--- src/hw/mcuex_map.svh ---
// Constants for the instruction execute tail: register offsets, field
// positions, reset values and cycle counts.
// Assumes inclusion by bare name from any design file that needs them.
`ifndef MCUEX_MAP_SVH
`define MCUEX_MAP_SVH

// Register offsets on the plain register port
`define MCUEX_OFS_CTRL       8'h00
`define MCUEX_OFS_FLAGS      8'h01
`define MCUEX_OFS_ACC        8'h02
`define MCUEX_OFS_PC_LO      8'h03
`define MCUEX_OFS_PC_HI      8'h04

// Control register fields
`define MCUEX_CTRL_PAGE_LSB  0
`define MCUEX_CTRL_PAGE_MSB  1
`define MCUEX_CTRL_GIE_BIT   2

// Flag register fields
`define MCUEX_FLAG_C_BIT     0
`define MCUEX_FLAG_DC_BIT    1
`define MCUEX_FLAG_Z_BIT     2
`define MCUEX_FLAG_PD_BIT    4
`define MCUEX_FLAG_TO_BIT    5

// Reset values
`define MCUEX_RST_BYTE       8'h00
`define MCUEX_RST_PC         16'h0000
`define MCUEX_RST_PAGE       2'h0

// Extra cycles beyond the first
`define MCUEX_EXTRA_BRANCH   2'h1
`define MCUEX_EXTRA_NONE     2'h0

`endif

--- src/hw/mcuex_pkg.sv ---
// Types shared by the execute tail core and its ALU.
// Assumes nothing of its surroundings.
package mcuex_pkg;

  typedef enum logic [5:0] {
    op_nop,
    op_or_acc_mem,
    op_or_mem_acc,
    op_or_acc_imm,
    op_xor_acc_mem,
    op_xor_mem_acc,
    op_xor_acc_imm,
    op_nibble_exchange_op,
    op_nibble_exchange_in_place_op,
    op_rotate_right_op,
    op_rotate_right_in_place_op,
    op_rotate_left_op,
    op_rotate_left_in_place_op,
    op_clear_op,
    op_bit_clear_op,
    op_bit_set_op,
    op_bank0_bit_clear_op,
    op_bank0_bit_set_op,
    op_compare_skip_imm,
    op_compare_skip_mem,
    op_increment_skip_op,
    op_increment_memory_skip_op,
    op_decrement_skip_op,
    op_decrement_memory_skip_op,
    op_bit_zero_skip_op,
    op_bit_one_skip_op,
    op_bank0_bit_zero_skip_op,
    op_bank0_bit_one_skip_op,
    op_jump,
    op_call,
    op_return,
    op_interrupt_return_op,
    op_push,
    op_pop
  } mcuex_op_t;

endpackage

--- src/hw/mcuex_alu_if.sv ---
// Carrier between the execute core and its combinational ALU.
// Assumes both ends share one clock domain; no storage inside.
`timescale 1ns/1ps
interface mcuex_alu_if;
  mcuex_pkg::mcuex_op_t op;
  logic [7:0]           acc;
  logic [7:0]           mem;
  logic [7:0]           imm;
  logic [2:0]           bit_sel;
  logic                 carry;
  logic [7:0]           result;
  logic                 c_out;
  logic                 z_out;
  logic                 c_we;
  logic                 z_we;
  logic                 to_acc;
  logic                 to_mem;
  logic                 skip;

  modport core (
    output op, acc, mem, imm, bit_sel, carry,
    input  result, c_out, z_out, c_we, z_we, to_acc, to_mem, skip
  );
  modport alu (
    input  op, acc, mem, imm, bit_sel, carry,
    output result, c_out, z_out, c_we, z_we, to_acc, to_mem, skip
  );
endinterface

--- src/hw/mcuex_alu.sv ---
// Combinational data path of the execute tail: result, flags, skip.
// Assumes the core registers every output it takes from here.
`timescale 1ns/1ps
module mcuex_alu (
  mcuex_alu_if.alu bus
);

  logic [7:0] src;
  logic [8:0] diff;
  logic [7:0] mask;

  always_comb begin
    src  = (bus.op == mcuex_pkg::op_or_acc_imm ||
            bus.op == mcuex_pkg::op_xor_acc_imm ||
            bus.op == mcuex_pkg::op_compare_skip_imm) ? bus.imm : bus.mem;
    diff = {1'b0, bus.acc} - {1'b0, src};
    mask = 8'h01 << bus.bit_sel;
  end

  always_comb begin
    bus.result = bus.acc;
    bus.c_out  = bus.carry;
    bus.c_we   = 1'b0;
    bus.z_we   = 1'b0;
    bus.to_acc = 1'b0;
    bus.to_mem = 1'b0;
    bus.skip   = 1'b0;
    case (bus.op)
      mcuex_pkg::op_or_acc_mem, mcuex_pkg::op_or_acc_imm: begin
        bus.result = bus.acc | src;
        bus.z_we   = 1'b1;
        bus.to_acc = 1'b1;
      end
      mcuex_pkg::op_or_mem_acc: begin
        bus.result = bus.acc | src;
        bus.z_we   = 1'b1;
        bus.to_mem = 1'b1;
      end
      mcuex_pkg::op_xor_acc_mem, mcuex_pkg::op_xor_acc_imm: begin
        bus.result = bus.acc ^ src;
        bus.z_we   = 1'b1;
        bus.to_acc = 1'b1;
      end
      mcuex_pkg::op_xor_mem_acc: begin
        bus.result = bus.acc ^ src;
        bus.z_we   = 1'b1;
        bus.to_mem = 1'b1;
      end
      mcuex_pkg::op_nibble_exchange_op: begin
        bus.result = {bus.mem[3:0], bus.mem[7:4]};
        bus.to_acc = 1'b1;
      end
      mcuex_pkg::op_nibble_exchange_in_place_op: begin
        bus.result = {bus.mem[3:0], bus.mem[7:4]};
        bus.to_mem = 1'b1;
      end
      mcuex_pkg::op_rotate_right_op,
      mcuex_pkg::op_rotate_right_in_place_op: begin
        bus.result = {bus.carry, bus.mem[7:1]};
        bus.c_out  = bus.mem[0];
        bus.c_we   = 1'b1;
        bus.to_acc = (bus.op == mcuex_pkg::op_rotate_right_op);
        bus.to_mem = (bus.op != mcuex_pkg::op_rotate_right_op);
      end
      mcuex_pkg::op_rotate_left_op,
      mcuex_pkg::op_rotate_left_in_place_op: begin
        bus.result = {bus.mem[6:0], bus.carry};
        bus.c_out  = bus.mem[7];
        bus.c_we   = 1'b1;
        bus.to_acc = (bus.op == mcuex_pkg::op_rotate_left_op);
        bus.to_mem = (bus.op != mcuex_pkg::op_rotate_left_op);
      end
      mcuex_pkg::op_clear_op: begin
        bus.result = 8'h00;
        bus.to_mem = 1'b1;
      end
      mcuex_pkg::op_bit_clear_op, mcuex_pkg::op_bank0_bit_clear_op: begin
        bus.result = bus.mem & ~mask;
        bus.to_mem = 1'b1;
      end
      mcuex_pkg::op_bit_set_op, mcuex_pkg::op_bank0_bit_set_op: begin
        bus.result = bus.mem | mask;
        bus.to_mem = 1'b1;
      end
      mcuex_pkg::op_compare_skip_imm, mcuex_pkg::op_compare_skip_mem: begin
        bus.result = diff[7:0];
        bus.c_out  = ~diff[8];  // No borrow leaves carry set
        bus.c_we   = 1'b1;
        bus.z_we   = 1'b1;
        bus.skip   = (bus.acc == src);
      end
      mcuex_pkg::op_increment_skip_op,
      mcuex_pkg::op_increment_memory_skip_op: begin
        bus.result = bus.mem + 8'h01;
        bus.skip   = (bus.mem == 8'hFF);
        bus.to_acc = (bus.op == mcuex_pkg::op_increment_skip_op);
        bus.to_mem = (bus.op != mcuex_pkg::op_increment_skip_op);
      end
      mcuex_pkg::op_decrement_skip_op,
      mcuex_pkg::op_decrement_memory_skip_op: begin
        bus.result = bus.mem - 8'h01;
        bus.skip   = (bus.mem == 8'h01);
        bus.to_acc = (bus.op == mcuex_pkg::op_decrement_skip_op);
        bus.to_mem = (bus.op != mcuex_pkg::op_decrement_skip_op);
      end
      mcuex_pkg::op_bit_zero_skip_op, mcuex_pkg::op_bank0_bit_zero_skip_op:
        bus.skip = ~bus.mem[bus.bit_sel];
      mcuex_pkg::op_bit_one_skip_op, mcuex_pkg::op_bank0_bit_one_skip_op:
        bus.skip = bus.mem[bus.bit_sel];
      default: begin
        bus.result = bus.acc;
      end
    endcase
  end

  assign bus.z_out = (bus.result == 8'h00);

endmodule

--- src/hw/mcuex_core.sv ---
// Execute tail of the 8-bit CPU: logic, rotate, bit, skip, branch, stack.
// Assumes fetch presents one decoded instruction with its operand byte
// already read, from bank zero for the bank-zero forms.
//
// Notes on behaviour
// - Memory write-back costs one extra cycle for RAM except for clear, none for system registers.
// - A taken skip costs one extra cycle; the next instruction is discarded.
// - OR and XOR combine accumulator with memory or immediate; only zero flag changes.
// - Nibble swap loads accumulator with swapped memory byte, no flags, one cycle.
// - In-place nibble swap rewrites memory byte, no flags, one cycle plus RAM.
// - Compare sets zero and carry from the difference, skips when equal.
// - Increment memory into accumulator or memory, skip on zero, no flags.
// - Decrement memory into accumulator or memory, skip on zero, no flags.
// - Bit tests skip on bit zero or bit one, no flags changed.
// - Bank-zero bit forms address bank zero whatever the bank selection.
// - Jump takes page bits high and address field low, two cycles.
// - Call pushes the full program counter, then jumps like a jump.
// - Return pops the counter in two cycles; interrupt return also enables interrupts.
// - Push saves accumulator and flags to shadow buffers, one cycle.
// - Pop restores accumulator, carry, decimal carry, zero; timeout and power-down kept.
`timescale 1ns/1ps
`include "mcuex_map.svh"
module mcuex_core #(
  parameter int STACK_DEPTH = 8,
  parameter int ADDR_W      = 9
) (
  // Clock and reset
  input  wire logic              i_clock,
  input  wire logic              i_arst_n,
  // Decoded instruction
  input  wire logic              i_op_valid,
  input  wire logic [5:0]        i_op,
  input  wire logic [7:0]        i_operand,
  input  wire logic              i_operand_is_sysreg,
  input  wire logic [ADDR_W-1:0] i_operand_addr,
  input  wire logic [1:0]        i_bank_sel,
  input  wire logic [7:0]        i_imm,
  input  wire logic [2:0]        i_bit_sel,
  input  wire logic [13:0]       i_target,
  // Status bits owned elsewhere
  input  wire logic              i_watchdog_timeout_flag,
  input  wire logic              i_power_down_flag,
  // Register port
  input  wire logic [7:0]        i_reg_addr,
  input  wire logic [7:0]        i_reg_wdata,
  input  wire logic              i_reg_wr,
  input  wire logic              i_reg_rd,
  output logic      [7:0]        o_reg_rdata,
  // Memory write-back
  output logic                   o_wr_en,
  output logic      [ADDR_W-1:0] o_wr_addr,
  output logic      [1:0]        o_wr_bank,
  output logic      [7:0]        o_wr_data,
  // Core state
  output logic                   o_ready,
  output logic                   o_discard_next,
  output logic      [15:0]       o_pc,
  output logic      [7:0]        o_acc,
  output logic      [2:0]        o_flags,
  output logic                   o_gie
);

  localparam int SP_W = $clog2(STACK_DEPTH);

  mcuex_alu_if alu_bus ();

  mcuex_alu u_alu (
    .bus (alu_bus)
  );

  logic [7:0]  acc_ff;
  logic        c_ff;
  logic        dc_ff;
  logic        z_ff;
  logic [7:0]  acc_shadow_ff;
  logic [2:0]  flag_shadow_ff;
  logic [15:0] pc_ff;
  logic [15:0] stack_mem [STACK_DEPTH];
  logic [SP_W-1:0] sp_ff;
  logic [1:0]  page_ff;
  logic        gie_ff;
  logic [1:0]  stall_ff;
  logic        ready_ff;
  logic        discard_ff;
  logic        wr_en_ff;
  logic [ADDR_W-1:0] wr_addr_ff;
  logic [1:0]  wr_bank_ff;
  logic [7:0]  wr_data_ff;
  logic [7:0]  rdata_ff;

  mcuex_pkg::mcuex_op_t op;
  logic        take;
  logic        is_branch;
  logic        is_bank0;
  logic        ram_write;
  logic [1:0]  nxt_stall;
  logic [SP_W-1:0] sp_top;
  logic [7:0]  flag_byte;

  always_comb begin
    op        = mcuex_pkg::mcuex_op_t'(i_op);
    take      = i_op_valid && ready_ff;
    is_branch = (op == mcuex_pkg::op_jump) ||
                (op == mcuex_pkg::op_call) ||
                (op == mcuex_pkg::op_return) ||
                (op == mcuex_pkg::op_interrupt_return_op);
    is_bank0  = (op == mcuex_pkg::op_bank0_bit_clear_op) ||
                (op == mcuex_pkg::op_bank0_bit_set_op) ||
                (op == mcuex_pkg::op_bank0_bit_zero_skip_op) ||
                (op == mcuex_pkg::op_bank0_bit_one_skip_op);
    ram_write = alu_bus.to_mem && !i_operand_is_sysreg;
    sp_top    = sp_ff - SP_W'(1);
    // Clear needs no read, so it stays one cycle even on RAM
    if (is_branch) begin
      nxt_stall = `MCUEX_EXTRA_BRANCH;
    end else begin
      nxt_stall = 2'((ram_write && op != mcuex_pkg::op_clear_op) ? 1 : 0)
                + 2'(alu_bus.skip ? 1 : 0);
    end
    flag_byte = 8'h00;
    flag_byte[`MCUEX_FLAG_C_BIT]  = c_ff;
    flag_byte[`MCUEX_FLAG_DC_BIT] = dc_ff;
    flag_byte[`MCUEX_FLAG_Z_BIT]  = z_ff;
    flag_byte[`MCUEX_FLAG_PD_BIT] = i_power_down_flag;
    flag_byte[`MCUEX_FLAG_TO_BIT] = i_watchdog_timeout_flag;
  end

  always_comb begin
    alu_bus.op      = op;
    alu_bus.acc     = acc_ff;
    alu_bus.mem     = i_operand;
    alu_bus.imm     = i_imm;
    alu_bus.bit_sel = i_bit_sel;
    alu_bus.carry   = c_ff;
  end

  // Accumulator and flags
  always_ff @(posedge i_clock or negedge i_arst_n) begin
    if (!i_arst_n) begin
      acc_ff <= `MCUEX_RST_BYTE;
      c_ff   <= 1'b0;
      dc_ff  <= 1'b0;
      z_ff   <= 1'b0;
    end else if (take) begin
      if (op == mcuex_pkg::op_pop) begin
        acc_ff <= acc_shadow_ff;
        c_ff   <= flag_shadow_ff[`MCUEX_FLAG_C_BIT];
        dc_ff  <= flag_shadow_ff[`MCUEX_FLAG_DC_BIT];
        z_ff   <= flag_shadow_ff[`MCUEX_FLAG_Z_BIT];
      end else begin
        if (alu_bus.to_acc) begin
          acc_ff <= alu_bus.result;
        end
        if (alu_bus.c_we) begin
          c_ff <= alu_bus.c_out;
        end
        if (alu_bus.z_we) begin
          z_ff <= alu_bus.z_out;
        end
      end
    end
  end

  // Shadow buffers; timeout and power-down live elsewhere and stay out
  always_ff @(posedge i_clock or negedge i_arst_n) begin
    if (!i_arst_n) begin
      acc_shadow_ff  <= `MCUEX_RST_BYTE;
      flag_shadow_ff <= 3'h0;
    end else if (take && op == mcuex_pkg::op_push) begin
      acc_shadow_ff  <= acc_ff;
      flag_shadow_ff <= flag_byte[2:0];
    end
  end

  // Program counter and hardware stack
  always_ff @(posedge i_clock or negedge i_arst_n) begin
    if (!i_arst_n) begin
      pc_ff <= `MCUEX_RST_PC;
      sp_ff <= '0;
    end else if (take) begin
      case (op)
        mcuex_pkg::op_jump: begin
          pc_ff <= {page_ff, i_target};
        end
        mcuex_pkg::op_call: begin
          pc_ff <= {page_ff, i_target};
          sp_ff <= sp_ff + SP_W'(1);
        end
        mcuex_pkg::op_return, mcuex_pkg::op_interrupt_return_op: begin
          pc_ff <= stack_mem[sp_top];
          sp_ff <= sp_top;
        end
        default: begin
          pc_ff <= pc_ff + (alu_bus.skip ? 16'h0002 : 16'h0001);
        end
      endcase
    end
  end

  // Return address is the counter of the next instruction; overflow wraps
  always_ff @(posedge i_clock) begin
    if (take && op == mcuex_pkg::op_call) begin
      stack_mem[sp_ff] <= pc_ff + 16'h0001;
    end
  end

  // Cycle accounting: ready drops for the extra cycles
  always_ff @(posedge i_clock or negedge i_arst_n) begin
    if (!i_arst_n) begin
      stall_ff   <= `MCUEX_EXTRA_NONE;
      ready_ff   <= 1'b1;
      discard_ff <= 1'b0;
    end else if (take) begin
      stall_ff   <= nxt_stall;
      ready_ff   <= (nxt_stall == `MCUEX_EXTRA_NONE);
      discard_ff <= alu_bus.skip && !is_branch;
    end else begin
      discard_ff <= 1'b0;
      if (stall_ff != `MCUEX_EXTRA_NONE) begin
        stall_ff <= stall_ff - 2'h1;
        ready_ff <= (stall_ff == 2'h1);
      end
    end
  end

  // Memory write-back
  always_ff @(posedge i_clock or negedge i_arst_n) begin
    if (!i_arst_n) begin
      wr_en_ff   <= 1'b0;
      wr_addr_ff <= '0;
      wr_bank_ff <= 2'h0;
      wr_data_ff <= `MCUEX_RST_BYTE;
    end else begin
      wr_en_ff <= take && alu_bus.to_mem;
      if (take && alu_bus.to_mem) begin
        wr_addr_ff <= i_operand_addr;
        wr_bank_ff <= is_bank0 ? 2'h0 : i_bank_sel;
        wr_data_ff <= alu_bus.result;
      end
    end
  end

  // Control bits; interrupt return wins over a software clear
  always_ff @(posedge i_clock or negedge i_arst_n) begin
    if (!i_arst_n) begin
      page_ff <= `MCUEX_RST_PAGE;
      gie_ff  <= 1'b0;
    end else begin
      if (i_reg_wr && i_reg_addr == `MCUEX_OFS_CTRL) begin
        page_ff <= i_reg_wdata[`MCUEX_CTRL_PAGE_MSB:`MCUEX_CTRL_PAGE_LSB];
        gie_ff  <= i_reg_wdata[`MCUEX_CTRL_GIE_BIT];
      end
      if (take && op == mcuex_pkg::op_interrupt_return_op) begin
        gie_ff <= 1'b1;
      end
    end
  end

  // Register read port, data one cycle after the strobe
  always_ff @(posedge i_clock or negedge i_arst_n) begin
    if (!i_arst_n) begin
      rdata_ff <= `MCUEX_RST_BYTE;
    end else if (i_reg_rd) begin
      if (i_reg_addr == `MCUEX_OFS_CTRL) begin
        rdata_ff <= {5'h00, gie_ff, page_ff};
      end else if (i_reg_addr == `MCUEX_OFS_FLAGS) begin
        rdata_ff <= flag_byte;
      end else if (i_reg_addr == `MCUEX_OFS_ACC) begin
        rdata_ff <= acc_ff;
      end else if (i_reg_addr == `MCUEX_OFS_PC_LO) begin
        rdata_ff <= pc_ff[7:0];
      end else if (i_reg_addr == `MCUEX_OFS_PC_HI) begin
        rdata_ff <= pc_ff[15:8];
      end else begin
        rdata_ff <= `MCUEX_RST_BYTE;
      end
    end else begin
      rdata_ff <= `MCUEX_RST_BYTE;
    end
  end

  assign o_reg_rdata    = rdata_ff;
  assign o_wr_en        = wr_en_ff;
  assign o_wr_addr      = wr_addr_ff;
  assign o_wr_bank      = wr_bank_ff;
  assign o_wr_data      = wr_data_ff;
  assign o_ready        = ready_ff;
  assign o_discard_next = discard_ff;
  assign o_pc           = pc_ff;
  assign o_acc          = acc_ff;
  assign o_flags        = {z_ff, dc_ff, c_ff};
  assign o_gie          = gie_ff;

endmodule

--- config.mk ---
export PLATFORM = sky130hd
export DESIGN_NAME = mcuex_core
export DESIGN_NICKNAME = d
export VERILOG_FILES = /design/src/hw/mcuex_pkg.sv /design/src/hw/mcuex_alu_if.sv /design/src/hw/mcuex_alu.sv /design/src/hw/mcuex_core.sv
export VERILOG_INCLUDE_DIRS = /design/src /design/src/hw
export SDC_FILE = /design/constraint.sdc
export NUM_CORES = 1
export LEC_CHECK = 0
export ABC_AREA = 1
export BUFFER_PORTS_ARGS = -buffer_cell sky130_fd_sc_hd__buf_2
export CAP_MARGIN = 25
export CORE_MARGIN = 2
export CORE_UTILIZATION = 50
export DETAILED_ROUTE_END_ITERATION = 10
export GPL_TIMING_DRIVEN = 0
export HOLD_SLACK_MARGIN = 0.03
export PLACE_DENSITY = 0.7
export SYNTH_ARGS = -nofsm -noshare
export SYNTH_HDL_FRONTEND = slang
export SYNTH_SLANG_ARGS = --single-unit
export TNS_END_PERCENT = 50
--- constraint.sdc ---
create_clock -name i_clock -period 5.05 [get_ports i_clock]
set_clock_uncertainty 0.1 [all_clocks]
set_input_delay 0.2525 -clock i_clock [delete_from_list [all_inputs] [get_ports i_clock]]
set_output_delay 0.2525 -clock i_clock [all_outputs]
set_load 0.01 [all_outputs]
==> summary.txt <==
Route
  • Post-Route WL: between 30 and 40 mm
  • Via Count: approximately 10000
  • Post-DRT Antenna Nets: 0
  • 1st-iter DRT viols: between 1000 and 1500
  • # DRC: 0
  • Drt pass-1 iters: 6
  • Routed len/inst: approximately 20 um
  • Vias/cell: about 5.9

Placement
  • Port Buffers: approximately 120
  • Final RePlAce weighted congestion: roughly 0.96
  • Cell Area, Placed: between 10000 and 15000 um^2
  • HPWL after detailed placement: between 20 and 30 mm

CTS
  • Num Clock Sinks: about 200
  • Cts bufs inserted: 22
  • Worst-Skew Late Latency: 0.54 ns
  • CTS root buf: clkbuf_16
  • Clk buf depth: 3
  • Clock transition at path regs: around 0.070 ns
  • Htree depth: 1
  • Post-CTS setup buffer count: 0
  • CTS tree: done

Worst setup path
  • CP max FO: 10
  • CP Launch Type: input port
  • Slowest stage delay, CP: ~0.52 ns
  • Critical path's most frequent cell: inv_1
  • Crit Path Class: input port to flip-flop
  • Crit path capture type: flip-flop
  • Critical path arrival: roughly 5 ns
  • Slowest cell on crit path: dlygate4sd3_1
  • Req. time, crit path: about 5.4 ns

Global route
  • Busiest grt layer: met2
  • Grt met1 use: 43.6%
  • GRT Total Usage: around 30%
  • Vias in the first global route: approximately 9800
  • Gr ovfl total: 0
  • Met2 Use GR: between 40% and 50%
  • Met3 Use GR: under 10%
  • Largest net degree at the start of global routing: 49
  • Global-route wire length before repair: 55.4 mm
  • Initial antenna violation count: 0

Floorplanning
  • Die H: roughly 150 um
  • Total core area: between 20000 and 25000 um^2
  • Rows: 54
  • DIE AREA: roughly 23000 um^2
  • Die X: between 150 and 200 um
  • Starting Density: 50.5%
  • IO Pins: between 100 and 150

Timing
  • Unrepaired setup endpoints after global routing: no
  • Setup violators final: 0
  • Setup tns final: 0 ns
  • Period minus WS final: 4.67 ns
  • Final hold violations: 0
  • Worst-Margin Slew: 1.00 ns
  • Slew Viols, Final: 0
  • Worst hold margin: about 0.052 ns
  • Tcrit/Tclk final: between 90 and 100%
  • Fmax: about 210 MHz
  • Relative slew slack: between 30% and 40%

Synth
  • Syn Nets: 1362
  • Synth Flop Type: edfxtp_1
  • Seq/Total Area, Yosys: about 52%
  • YS warnings: 0
  • Top post-synthesis cells by area: edfxtp_1, dfrtp_1, nand2_1
  • Distinct cells, synth: 50
  • Cells after Synth: around 1300
  • Post-synth EDFFs: ~130
  • Area leader, netlist: edfxtp_1
  • Mean cell area of the mapped netlist: between 8 and 9 um^2
  • Synthesized cell area: about 11000 um^2
  • Async set or reset register ratio after synthesis: a little under two fifths
  • #FFs+latches synth: a little over 200
  • Area share of the largest cell type after synthesis: between 30% and 40%

Finish
  • Design area: between 10000 and 15000 um^2
  • Most common cell after layout, fill and taps aside: nand2_1
  • Synthesis-to-layout area growth: 20.4%
  • Share of cells above drive strength 1: 14.1%
  • Most frequent cells in the layout: nand2_1, edfxtp_1, buf_2
  • # nets final: around 1600
  • Antenna Cells: 0

Power and ir drop
  • Share of power burned in registers: 35.5%
  • Comb power frac: 40.8%
  • Sw power: about 2900 uW
  • P_leak: 0.00571 uW
  • Internal: about 4000 uW
  • Clock share of power: around a quarter
  • Worst VDD drop: between 0.2 and 0.3 mV
  • P per Cell Area: ~520 nW/um^2
  • Switching portion of total power: between 40% and 50%

Hold path
  • HP Class: input port to flip-flop

Run
  • Max Cap Viol: 0

Run status
  • Outcome: complete, no violations
==> power groups by stage <==
stage	Combinational [uW]	Sequential (uW)	Clock, uW
2_1_floorplan	1620	2460	0
3_5_place_dp	2680	2460	0
4_1_cts	2720	2440	1640
6_report	2810	2450	1630
5_1_grt	3080	2470	1710
3_3_place_gp	2620	2460	0
==> final timing paths <==
kind                               from  depth (start not counted)      endpoint  slack [ns]
max                             i_op[1]                         29      o_pc[12]        0.38
min                         i_target[0]                          5       o_pc[0]        0.05
max reg2reg                    sp_ff[0]                         10       o_pc[4]        1.03
min reg2reg                o_wr_addr[0]                          2  o_wr_addr[0]        0.37
max in group asynchronous      i_arst_n                          3       o_ready        4.10
min in group asynchronous      i_arst_n                          2  o_wr_addr[0]        0.13
==> synthesized netlist by cell type (all sizes together) (6+ instances only) <==
| library cell | number |
|---|---|
| clkbuf | 42 |
| o21ai | 105 |
| a221oi | 8 |
| o2111ai | 6 |
| dfrtp | 75 |
| inv | 125 |
| nand2 | 297 |
| ha | 19 |
| buf | 7 |
| nand3 | 74 |
| nor2 | 118 |
| xor2 | 19 |
| o211ai | 9 |
| nand4 | 21 |
| a21oi | 88 |
| nor3 | 30 |
| a22oi | 21 |
| edfxtp | 128 |
| o22ai | 29 |
==> worst max-delay path: cells and delay by family <==
family / cells / cell delay (ns)
buf+inv: 10 / 1.53
simple gates: 12 / 1.50
fa+ha+maj: 3 / 1.00
compound gates: 4 / 0.70
==> metrics by stage <==
step / power (uW) / utilization (%) / cells / worst slack, ns
floorplan: 4080 / - / 1268 / 1.10
global placement: 5080 / 55.0 / 1672 / 0.111
detailed placement: 5150 / 55.9 / 1684 / 0.0870
CTS: 6800 / 60.7 / 1753 / 0.0810
global route: 7260 / 60.8 / 1753 / 0.0371
finish: 6890 / 60.8 / 1753 / 0.384
==> sequential cells by signal (all words and copies together), names as in the netlist <==
register        flops
stack_mem         128
o_pc               16
o_wr_addr           9
acc_shadow_ff       8
o_acc               8
o_reg_rdata         8
o_wr_data           8
flag_shadow_ff      3
sp_ff               3
o_wr_bank           2
page_ff             2
stall_ff            2
alu_bus.carry       1
dc_ff               1
o_discard_next      1
o_gie               1
o_ready             1
o_wr_en             1
z_ff                1
==> routing by layer <==
metal	share of wire [%]	vias up
met4	2.8	0
met1	42	4901
met2	44	597
met5	0	-
met3	11	88
li1	-	4790
==> logic make-up after synthesis <==
kind of cell | after synthesis | share of synthesized area (%)
AOI/OAI and AO/OA | 295 | 15.8
xor gates and xnor gates | 20 | 1.60
adders and majority gates | 20 | 2.35
buffers and inverters | 177 | 6.27
DFF | 204 | 52.4
muxes | 2 | 0.194
and+or+nand+nor | 550 | 21.3
==> layout make-up <==
type | instances | area (um^2)
Fill cell | 1888 | 8490
Sequential cell | 204 | 5750
Multi-Input combinational cell | 887 | 4600
Timing Repair Buffer | 165 | 1070
Clock buffer | 33 | 643
Inverter | 128 | 480
Tap cell | 280 | 350
Buffer | 49 | 206
Clock inverter | 7 | 93.8
==> what timing repair did <==
action / 4_1_cts / 5_1_grt
endpoints found under the setup margin: 0 / 4
hold buffers: 29 / 0
gates resized for setup: 0 / 10
endpoints found under the hold margin: 102 / 0
No activity file was read; power rests on OpenSTA's default activity.
